### src/pkg/midt_consts.svh
// constants for the instruction decode and cycle timing block
`ifndef MIDT_CONSTS_SVH
`define MIDT_CONSTS_SVH
`define MIDT_WORD_W        16
`define MIDT_FILE_W        8
`define MIDT_LIT_W         8
`define MIDT_ADDR_W        11
`define MIDT_OSC_PER_CYC   4
`define MIDT_TRAIL_NIB     4'hF
`define MIDT_NOP_WORD      16'h0000
`define MIDT_BIT_A         8
`define MIDT_BIT_D         9
`define MIDT_BIT_S         0
`define MIDT_BIT_FN_LO     4
`define MIDT_BIT_BN_LO     9
`define MIDT_MODE_MM_LO    0
`endif

### src/pkg/midt_pkg.sv
// types for the instruction decode and cycle timing block
package midt_pkg;
	typedef enum logic [1:0] {
		MIDT_CLS_BYTE,
		MIDT_CLS_BIT,
		MIDT_CLS_LIT,
		MIDT_CLS_CTRL
	} midt_class_t;

	typedef enum logic [1:0] {
		MIDT_TBL_NONE,
		MIDT_TBL_POSTINC,
		MIDT_TBL_POSTDEC,
		MIDT_TBL_PREINC
	} midt_tbl_t;

	typedef enum logic [1:0] {
		MIDT_ST_EXEC,
		MIDT_ST_WORD2,
		MIDT_ST_FLUSH
	} midt_state_t;
endpackage : midt_pkg

### src/core/midt_phase_gen.sv
// quadrature phase counter: four oscillator periods per instruction cycle
`timescale 1ns/1ns
`include "midt_consts.svh"
module midt_phase_gen
	import midt_pkg::*;
(
	// clock and reset
	input  wire logic       sys_clk,
	input  wire logic       rst,
	input  wire logic       clk_en,
	// phase outputs
	output logic [1:0]      phase_q,
	output logic            cyc_end_q
);
	logic [1:0] phase_d;
	logic       cyc_end_d;

	// wrap after the fourth oscillator period
	always_comb
	begin
		phase_d   = phase_q + 2'h1;
		cyc_end_d = (phase_d == 2'(`MIDT_OSC_PER_CYC - 1));
	end

	always_ff @(posedge sys_clk or posedge rst)
	begin
		if (rst)
		begin
			phase_q   <= 2'h0;
			cyc_end_q <= 1'b0;
		end
		else if (clk_en)
		begin
			phase_q   <= phase_d;
			cyc_end_q <= cyc_end_d;
		end
	end
endmodule : midt_phase_gen

### src/core/midt_decode.sv
// instruction field decoder and cycle sequencer for the 8-bit core
`timescale 1ns/1ns
`include "midt_consts.svh"
// Notes on behaviour
// - most instructions are one 16-bit word; some span two or three words
// - each word is classed as byte, bit, literal or control operation
// - destination bit zero writes working register, one writes file register
// - byte ops yield file address, destination bit and access bit
// - bit ops yield file address, bit number and access bit
// - literal ops yield literal and pointer number where present
// - control ops yield address, call/return mode and table mode where present
// - second word of a double-word instruction has top nibble all ones
// - a trailing word executed alone performs no operation
// - single word takes one cycle; skip or jump adds a no-op cycle
// - double-word instructions take two instruction cycles when no branch is taken
// - each instruction cycle is exactly four oscillator periods
// - a taken two-word branch takes three instruction cycles in total
// - access bit zero uses access RAM, one uses the bank select register
// - call/return mode zero leaves shadows alone, one saves or restores them
// - table mode picks no change, post-inc, post-dec or pre-inc
// - file address field is 8 bits, 00h to FFh
module midt_decode
	import midt_pkg::*;
#(
	parameter int WORD_W = `MIDT_WORD_W,
	parameter int ADDR_W = `MIDT_ADDR_W
)
(
	// clock and reset
	input  wire logic              sys_clk,
	input  wire logic              rst,
	input  wire logic              clk_en,
	// fetch path
	input  wire logic [WORD_W-1:0] fetch_word,
	input  wire logic              fetch_is_lead2,
	input  wire logic              fetch_is_lead3,
	input  wire logic              fetch_cls_valid,
	input  wire logic [1:0]        fetch_cls,
	// datapath feedback
	input  wire logic              cond_true,
	input  wire logic              pc_changed,
	// decoded fields
	output midt_class_t            cls_q,
	output logic [7:0]             file_addr_q,
	output logic                   dest_file_q,
	output logic                   wr_working_register_q,
	output logic                   access_banked_q,
	output logic [2:0]             bit_num_q,
	output logic [7:0]             literal_q,
	output logic [1:0]             indirect_pointer_sel_q,
	output logic [ADDR_W-1:0]      prog_addr_q,
	output logic                   shadow_en_q,
	output midt_tbl_t              tbl_mode_q,
	// sequencing
	output logic                   exec_nop_q,
	output logic                   fetch_next_q,
	output logic                   instr_done_q,
	output logic [1:0]             phase_q,
	output logic [1:0]             cycles_used_q
);
	// field extraction shared by every class
	function automatic logic [7:0] midt_low8(input logic [WORD_W-1:0] w);
		return w[7:0];
	endfunction : midt_low8

	function automatic logic is_trailing(input logic [WORD_W-1:0] w);
		return w[WORD_W-1 -: 4] == `MIDT_TRAIL_NIB;
	endfunction : is_trailing

	logic cyc_end;

	// phase counter drives instruction cycle boundaries
	midt_phase_gen u_phase (
		.sys_clk   (sys_clk),
		.rst       (rst),
		.clk_en    (clk_en),
		.phase_q   (phase_q),
		.cyc_end_q (cyc_end)
	);

	midt_state_t state_q;
	midt_state_t state_d;
	logic [1:0]  words_left_q;
	logic [1:0]  words_left_d;
	logic [1:0]  cycles_used_d;
	logic        exec_nop_d;
	logic        fetch_next_d;
	logic        instr_done_d;

	midt_class_t       cls_d;
	logic [7:0]        file_addr_d;
	logic              dest_file_d;
	logic              wr_working_register_d;
	logic              access_banked_d;
	logic [2:0]        bit_num_d;
	logic [7:0]        literal_d;
	logic [1:0]        indirect_pointer_sel_d;
	logic [ADDR_W-1:0] prog_addr_d;
	logic              shadow_en_d;
	midt_tbl_t         tbl_mode_d;

	// field decode; a lone trailing word is decoded like any other, the sequencer marks it a no-op
	always_comb
	begin
		cls_d                  = cls_q;
		file_addr_d            = file_addr_q;
		dest_file_d            = dest_file_q;
		wr_working_register_d  = wr_working_register_q;
		access_banked_d        = access_banked_q;
		bit_num_d              = bit_num_q;
		literal_d              = literal_q;
		indirect_pointer_sel_d = indirect_pointer_sel_q;
		prog_addr_d            = prog_addr_q;
		shadow_en_d            = shadow_en_q;
		tbl_mode_d             = tbl_mode_q;
		// only sample a fresh opcode at a cycle edge in the execute state
		if (cyc_end && state_q == MIDT_ST_EXEC && fetch_cls_valid)
		begin
			cls_d       = midt_class_t'(fetch_cls);
			file_addr_d = midt_low8(fetch_word);
			// access bit selects access RAM or banked RAM
			access_banked_d = fetch_word[`MIDT_BIT_A];
			dest_file_d     = 1'b0;
			bit_num_d       = 3'h0;
			literal_d       = 8'h00;
			indirect_pointer_sel_d = 2'h0;
			prog_addr_d     = '0;
			shadow_en_d     = 1'b0;
			tbl_mode_d      = MIDT_TBL_NONE;
			case (midt_class_t'(fetch_cls))
				MIDT_CLS_BYTE:
				begin
					dest_file_d = fetch_word[`MIDT_BIT_D];
				end
				MIDT_CLS_BIT:
				begin
					bit_num_d = fetch_word[`MIDT_BIT_BN_LO +: 3];
				end
				MIDT_CLS_LIT:
				begin
					literal_d = midt_low8(fetch_word);
					indirect_pointer_sel_d = fetch_word[`MIDT_BIT_FN_LO +: 2];
				end
				MIDT_CLS_CTRL:
				begin
					prog_addr_d = fetch_word[ADDR_W-1:0];
					shadow_en_d = fetch_word[`MIDT_BIT_S];
					tbl_mode_d  = midt_tbl_t'(fetch_word[`MIDT_MODE_MM_LO +: 2]);
				end
				default:
				begin
					cls_d = MIDT_CLS_CTRL;
				end
			endcase
			// destination steering for byte results
			wr_working_register_d = (midt_class_t'(fetch_cls) == MIDT_CLS_BYTE)
				&& !fetch_word[`MIDT_BIT_D];
		end
	end

	// cycle sequencer
	always_comb
	begin
		state_d       = state_q;
		words_left_d  = words_left_q;
		cycles_used_d = cycles_used_q;
		exec_nop_d    = exec_nop_q;
		fetch_next_d  = 1'b0;
		instr_done_d  = 1'b0;
		if (cyc_end)
		begin
			fetch_next_d = 1'b1;
			case (state_q)
				MIDT_ST_EXEC:
				begin
					// trailing word alone runs as a no-op
					exec_nop_d    = is_trailing(fetch_word);
					cycles_used_d = 2'h1;
					if (fetch_is_lead2 || fetch_is_lead3)
					begin
						// remaining words follow the lead word
						words_left_d = fetch_is_lead3 ? 2'h2 : 2'h1;
						state_d      = MIDT_ST_WORD2;
					end
					else if (cond_true || pc_changed)
					begin
						state_d       = MIDT_ST_FLUSH;
					end
					else
					begin
						instr_done_d = 1'b1;
					end
				end
				MIDT_ST_WORD2:
				begin
					// further words fetched while the lead executes
					exec_nop_d    = 1'b0;
					cycles_used_d = cycles_used_q + 2'h1;
					words_left_d  = words_left_q - 2'h1;
					if (words_left_q > 2'h1)
					begin
						state_d = MIDT_ST_WORD2;
					end
					else if (cond_true || pc_changed)
					begin
						state_d       = MIDT_ST_FLUSH;
					end
					else
					begin
						instr_done_d = 1'b1;
						state_d      = MIDT_ST_EXEC;
					end
				end
				MIDT_ST_FLUSH:
				begin
					// the prefetched word is discarded, a no-op runs instead
					exec_nop_d    = 1'b1;
					cycles_used_d = cycles_used_q + 2'h1;
					instr_done_d  = 1'b1;
					state_d       = MIDT_ST_EXEC;
				end
				default:
				begin
					state_d = MIDT_ST_EXEC;
				end
			endcase
		end
	end

	// one register bank; clk_en freezes everything
	always_ff @(posedge sys_clk or posedge rst)
	begin
		if (rst)
		begin
			state_q                <= MIDT_ST_EXEC;
			words_left_q           <= 2'h0;
			cycles_used_q          <= 2'h0;
			exec_nop_q             <= 1'b1;
			fetch_next_q           <= 1'b0;
			instr_done_q           <= 1'b0;
			cls_q                  <= MIDT_CLS_CTRL;
			file_addr_q            <= 8'h00;
			dest_file_q            <= 1'b0;
			wr_working_register_q  <= 1'b0;
			access_banked_q        <= 1'b0;
			bit_num_q              <= 3'h0;
			literal_q              <= 8'h00;
			indirect_pointer_sel_q <= 2'h0;
			prog_addr_q            <= '0;
			shadow_en_q            <= 1'b0;
			tbl_mode_q             <= MIDT_TBL_NONE;
		end
		else if (clk_en)
		begin
			state_q                <= state_d;
			words_left_q           <= words_left_d;
			cycles_used_q          <= cycles_used_d;
			exec_nop_q             <= exec_nop_d;
			fetch_next_q           <= fetch_next_d;
			instr_done_q           <= instr_done_d;
			cls_q                  <= cls_d;
			file_addr_q            <= file_addr_d;
			dest_file_q            <= dest_file_d;
			wr_working_register_q  <= wr_working_register_d;
			access_banked_q        <= access_banked_d;
			bit_num_q              <= bit_num_d;
			literal_q              <= literal_d;
			indirect_pointer_sel_q <= indirect_pointer_sel_d;
			prog_addr_q            <= prog_addr_d;
			shadow_en_q            <= shadow_en_d;
			tbl_mode_q             <= tbl_mode_d;
		end
	end
endmodule : midt_decode

### config.mk
export PLATFORM = sky130hd
export DESIGN_NAME = midt_decode
export DESIGN_NICKNAME = d
export VERILOG_FILES = /design/src/pkg/midt_pkg.sv /design/src/core/midt_phase_gen.sv /design/src/core/midt_decode.sv
export VERILOG_INCLUDE_DIRS = /design/src /design/src/pkg
export SDC_FILE = /design/constraint.sdc
export NUM_CORES = 1
export LEC_CHECK = 0
export BUFFER_PORTS_ARGS = -buffer_cell sky130_fd_sc_hd__buf_2
export CAP_MARGIN = 15
export CORE_UTILIZATION = 54
export CTS_CLUSTER_DIAMETER = 200
export DETAILED_ROUTE_END_ITERATION = 10
export PLACE_DENSITY_LB_ADDON = 0.25
export SYNTH_ARGS = -nofsm -noshare
export SYNTH_HDL_FRONTEND = slang
export SYNTH_HIERARCHICAL = 1
export SYNTH_SLANG_ARGS = --single-unit
### constraint.sdc
create_clock -name sys_clk -period 5.03 [get_ports sys_clk]
set_clock_uncertainty 0.2 [all_clocks]
set_input_delay 0.503 -clock sys_clk [delete_from_list [all_inputs] [get_ports sys_clk]]
set_output_delay 0.503 -clock sys_clk [all_outputs]
set_load 0.03 [all_outputs]
==> run summary <==
Main flop type after synthesis -> dfrtp_1
Htree depth -> 2
Port Buffers -> 72
Reg power frac -> 36.9%
Initial DRC Count -> 101
CTS Buf Count -> 5
Clk root buf -> clkbuf_8
Setup CP Type -> reg2reg
R2R cell count -> 4
Tmin final -> 2400 ps
CP Cell Sequence -> inv_1 -> ha_1 -> nand4_4 -> mux2_4
Yosys reg bits -> 47
Sw frac -> 44.3%
Pleak -> 1.38 nW
Layout cells sized above 1 -> 36.3%
Worst r2r dst -> file_addr_q[6]$_DFFE_PP0P_
Hpwl dp -> 2970 um
Peak VDD IR -> 351 uV
Starting density of the core -> 58.0%
CP Max Fanout -> 59
Drt total wl -> 4110 um
Top Ports -> 73
Post-synthesis simple-gate area fraction -> 14.6%
Final Power -> 1.79 mW
Via count -> 1639
ANT nets after route -> 0
Hold Path Sink -> wr_working_register_q$_DFFE_PP0P_
Total die area -> 4280 um^2
DP Area -> 2500 um^2
1st-pass router iterations -> 4
Crit share post-route -> 47.7%
First-pass GRT wire length -> 6760 um
Main combinational cell family by area after synthesis -> simple AND/OR/NAND/NOR gates
Die Width -> 65.4 um
Outcome -> finished, final reports clean
Critical Path RT -> 5010 ps
Post-cts sizing count -> 0
Yosys warning count -> 6
Hold Startpoint -> fetch_word[9]
Hold-critical path depth -> 2
Diodes inserted -> 0
Post-synth EDFFs -> 0
Area of the multi-input gates -> 860 um^2
Critical Path End Type -> register
Post-Synthesis Cells -> 202
Syn_area_per_cell -> 10.7 um^2
Initial antenna violation count -> 0
Setup TNS -> 0 ps
Remaining Overflow, GRT -> 0
Final RePlAce weighted congestion -> 0.763
GR Util All Layers -> 21.1%
P_sw -> 791 uW
DRC -> 0
Slew @ Worst Pin -> 826 ps
Site Rows -> 22
FF/Latch Area -> 1180 um^2
CTS Sinks -> 47
Final instance area -> 2620 um^2
Synthesized net count -> 234
Logic pwr share -> 48.1%
Nets@finish -> 301
CTS max path bufs -> 2
Clock transition at the registers of the reported paths -> 80 ps
Hold WC Path Type -> in2reg
Largest net degree at the start of global routing -> 60
Startpoint types -> register
RSZ-0062 raised after global routing -> no
DR WL/cell -> 12.9 um
Synth Area in Compound Gates -> 11.9%
Mapped Area -> 2170 um^2
Fin. max-slew vios -> 0
Crit-path max cell delay -> 680 ps
Syn-to-layout area delta -> 20.6%
Seq/Total Area, Yosys -> 54.4%
MaxCap Viol Count -> 0
FF-to-FF Start -> state_q[1]$_DFFE_PP0P_
Vias in the first global route -> 1484
Most frequent cells in the layout -> 72 x buf_2, 50 x nand2_1, 44 x dfrtp_1
Vias/cell -> 5.15
Power share of the clock group -> 15.0%
CTS tree -> done
Die H -> 65.4 um
Yosys cell types -> 33
Max-slew headroom -> 44.8%
Synth Area in Adders -> 3.46%
Slowest cell on crit path -> nand4_4
Core area -> 3740 um^2
Reg2reg setup slack -> 2630 ps
Int Pwr -> 996 uW
Post-synthesis mux area share -> 9.23%
Final setup violating endpoints -> 0
Commonest non-fill, non-tap cell in the layout -> buf_2
Fillcell total -> 309
Ys async rst share -> 100%
CP arrival -> 2380 ps
Cell Pwr Density -> 683 nW/um^2
FMAX -> 0.417 GHz
Worst-Skew Late Latency -> 290 ps
Xor and xnor area share after synthesis -> 0.404%
Final Hold Viols -> 0
[Yosys cell counts, drive strengths merged (4+ instances only)]
master,number,area [um^2]
o21ai,27,135
inv,9,33.8
mux2,12,180
clkbuf,4,15.0
nand2,50,188
a21oi,5,25.0
buf,10,81.3
nor2,4,15.0
nor2b,5,31.3
ha,6,75.1
dfrtp,44,1100
[registers in the layout, indices dropped and copies added (netlist names)]
signal and cells:
cycles_used_q 2, cls_q 2, prog_addr_q 11, exec_nop_q 1, instr_done_q 1, access_banked_q 1
fetch_next_q 1, wr_working_register_q 1, file_addr_q 8, u_phase/cyc_end_q 1, literal_q 8, words_left_q 2
u_phase/phase_q 2, dest_file_q 1, bit_num_q 3, state_q 2
[cell type report]
type                    instances  area share [%]
clock buffers                   7            2.92
clock inverters                 1            1.15
inverters                       9            1.29
multi-input cells             132            32.8
flip-flops and latches         47            45.1
well taps                      48            2.29
repair buffers                 74            14.4
[power by group through the flow]
stage,clock [mW],sequential [mW],combinational (mW)
3_3_place_gp,0,0.661,0.839
3_5_place_dp,0,0.663,0.862
6_report,0.268,0.659,0.860
4_1_cts,0.271,0.659,0.866
2_1_floorplan,0,0.949,0.351
5_1_grt,0.295,0.678,0.925
[per-stage QoR]
stage          std cells  utilization, %  setup slack, ps  hold slack (ps)
4_1_cts              318            69.9             2620              232
5_1_grt              318            69.9             2490              230
3_3_place_gp         309            66.8             2690              181
2_1_floorplan        202               -             3300             56.6
6_report             318            69.9             2630              239
3_5_place_dp         309            66.8             2650              184
[timing repair]
| action | in CTS | in global routing |
|---|---|---|
| hold buffers | 1 | 0 |
| setup endpoints to repair | 0 | 0 |
| buffers inserted | 0 | 0 |
| hold endpoints to repair | 16 | 0 |
[how the worst max path moves through the flow]
stage / from / end / slack, ps / cells after the start
after CTS: state_q[1]$_DFFE_PP0P_ / file_addr_q[6]$_DFFE_PP0P_ / 2620 / 4
after global routing: state_q[1]$_DFFE_PP0P_ / file_addr_q[2]$_DFFE_PP0P_ / 2490 / 4
after detailed placement: state_q[1]$_DFFE_PP0P_ / file_addr_q[7]$_DFFE_PP0P_ / 2650 / 4
after floorplan: rst / access_banked_q$_DFFE_PP0P_ / 3300 / 1
final: state_q[1]$_DFFE_PP0P_ / file_addr_q[6]$_DFFE_PP0P_ / 2630 / 4
after global placement: state_q[0]$_DFFE_PP0P_ / file_addr_q[1]$_DFFE_PP0P_ / 2690 / 4
[per-layer routing]
layer | global-route usage [%] | vias up | wire [um]
li1 | - | 802 | -
met1 | 29.0 | 772 | 1920
met2 | 31.4 | 57 | 1900
met3 | 6.25 | 8 | 243
met4 | 7.88 | 0 | 53
met5 | 0 | - | 0
[kinds of logic after synthesis]
family | after synthesis
and+or+nand+nor | 68
DFF | 47
adders and majority gates | 6
xor gates and xnor gates | 1
AOI/OAI and AO/OA | 43
buffers and inverters | 23
muxes | 14
[worst max-delay path: cells and delay by family (launching register included)]
kind,cells,cell delay (ps)
mux,1,540
flops,1,430
fa+ha+maj,1,310
buf+inv,1,110
simple gates,1,680
Power figures use the tool's default switching activity.
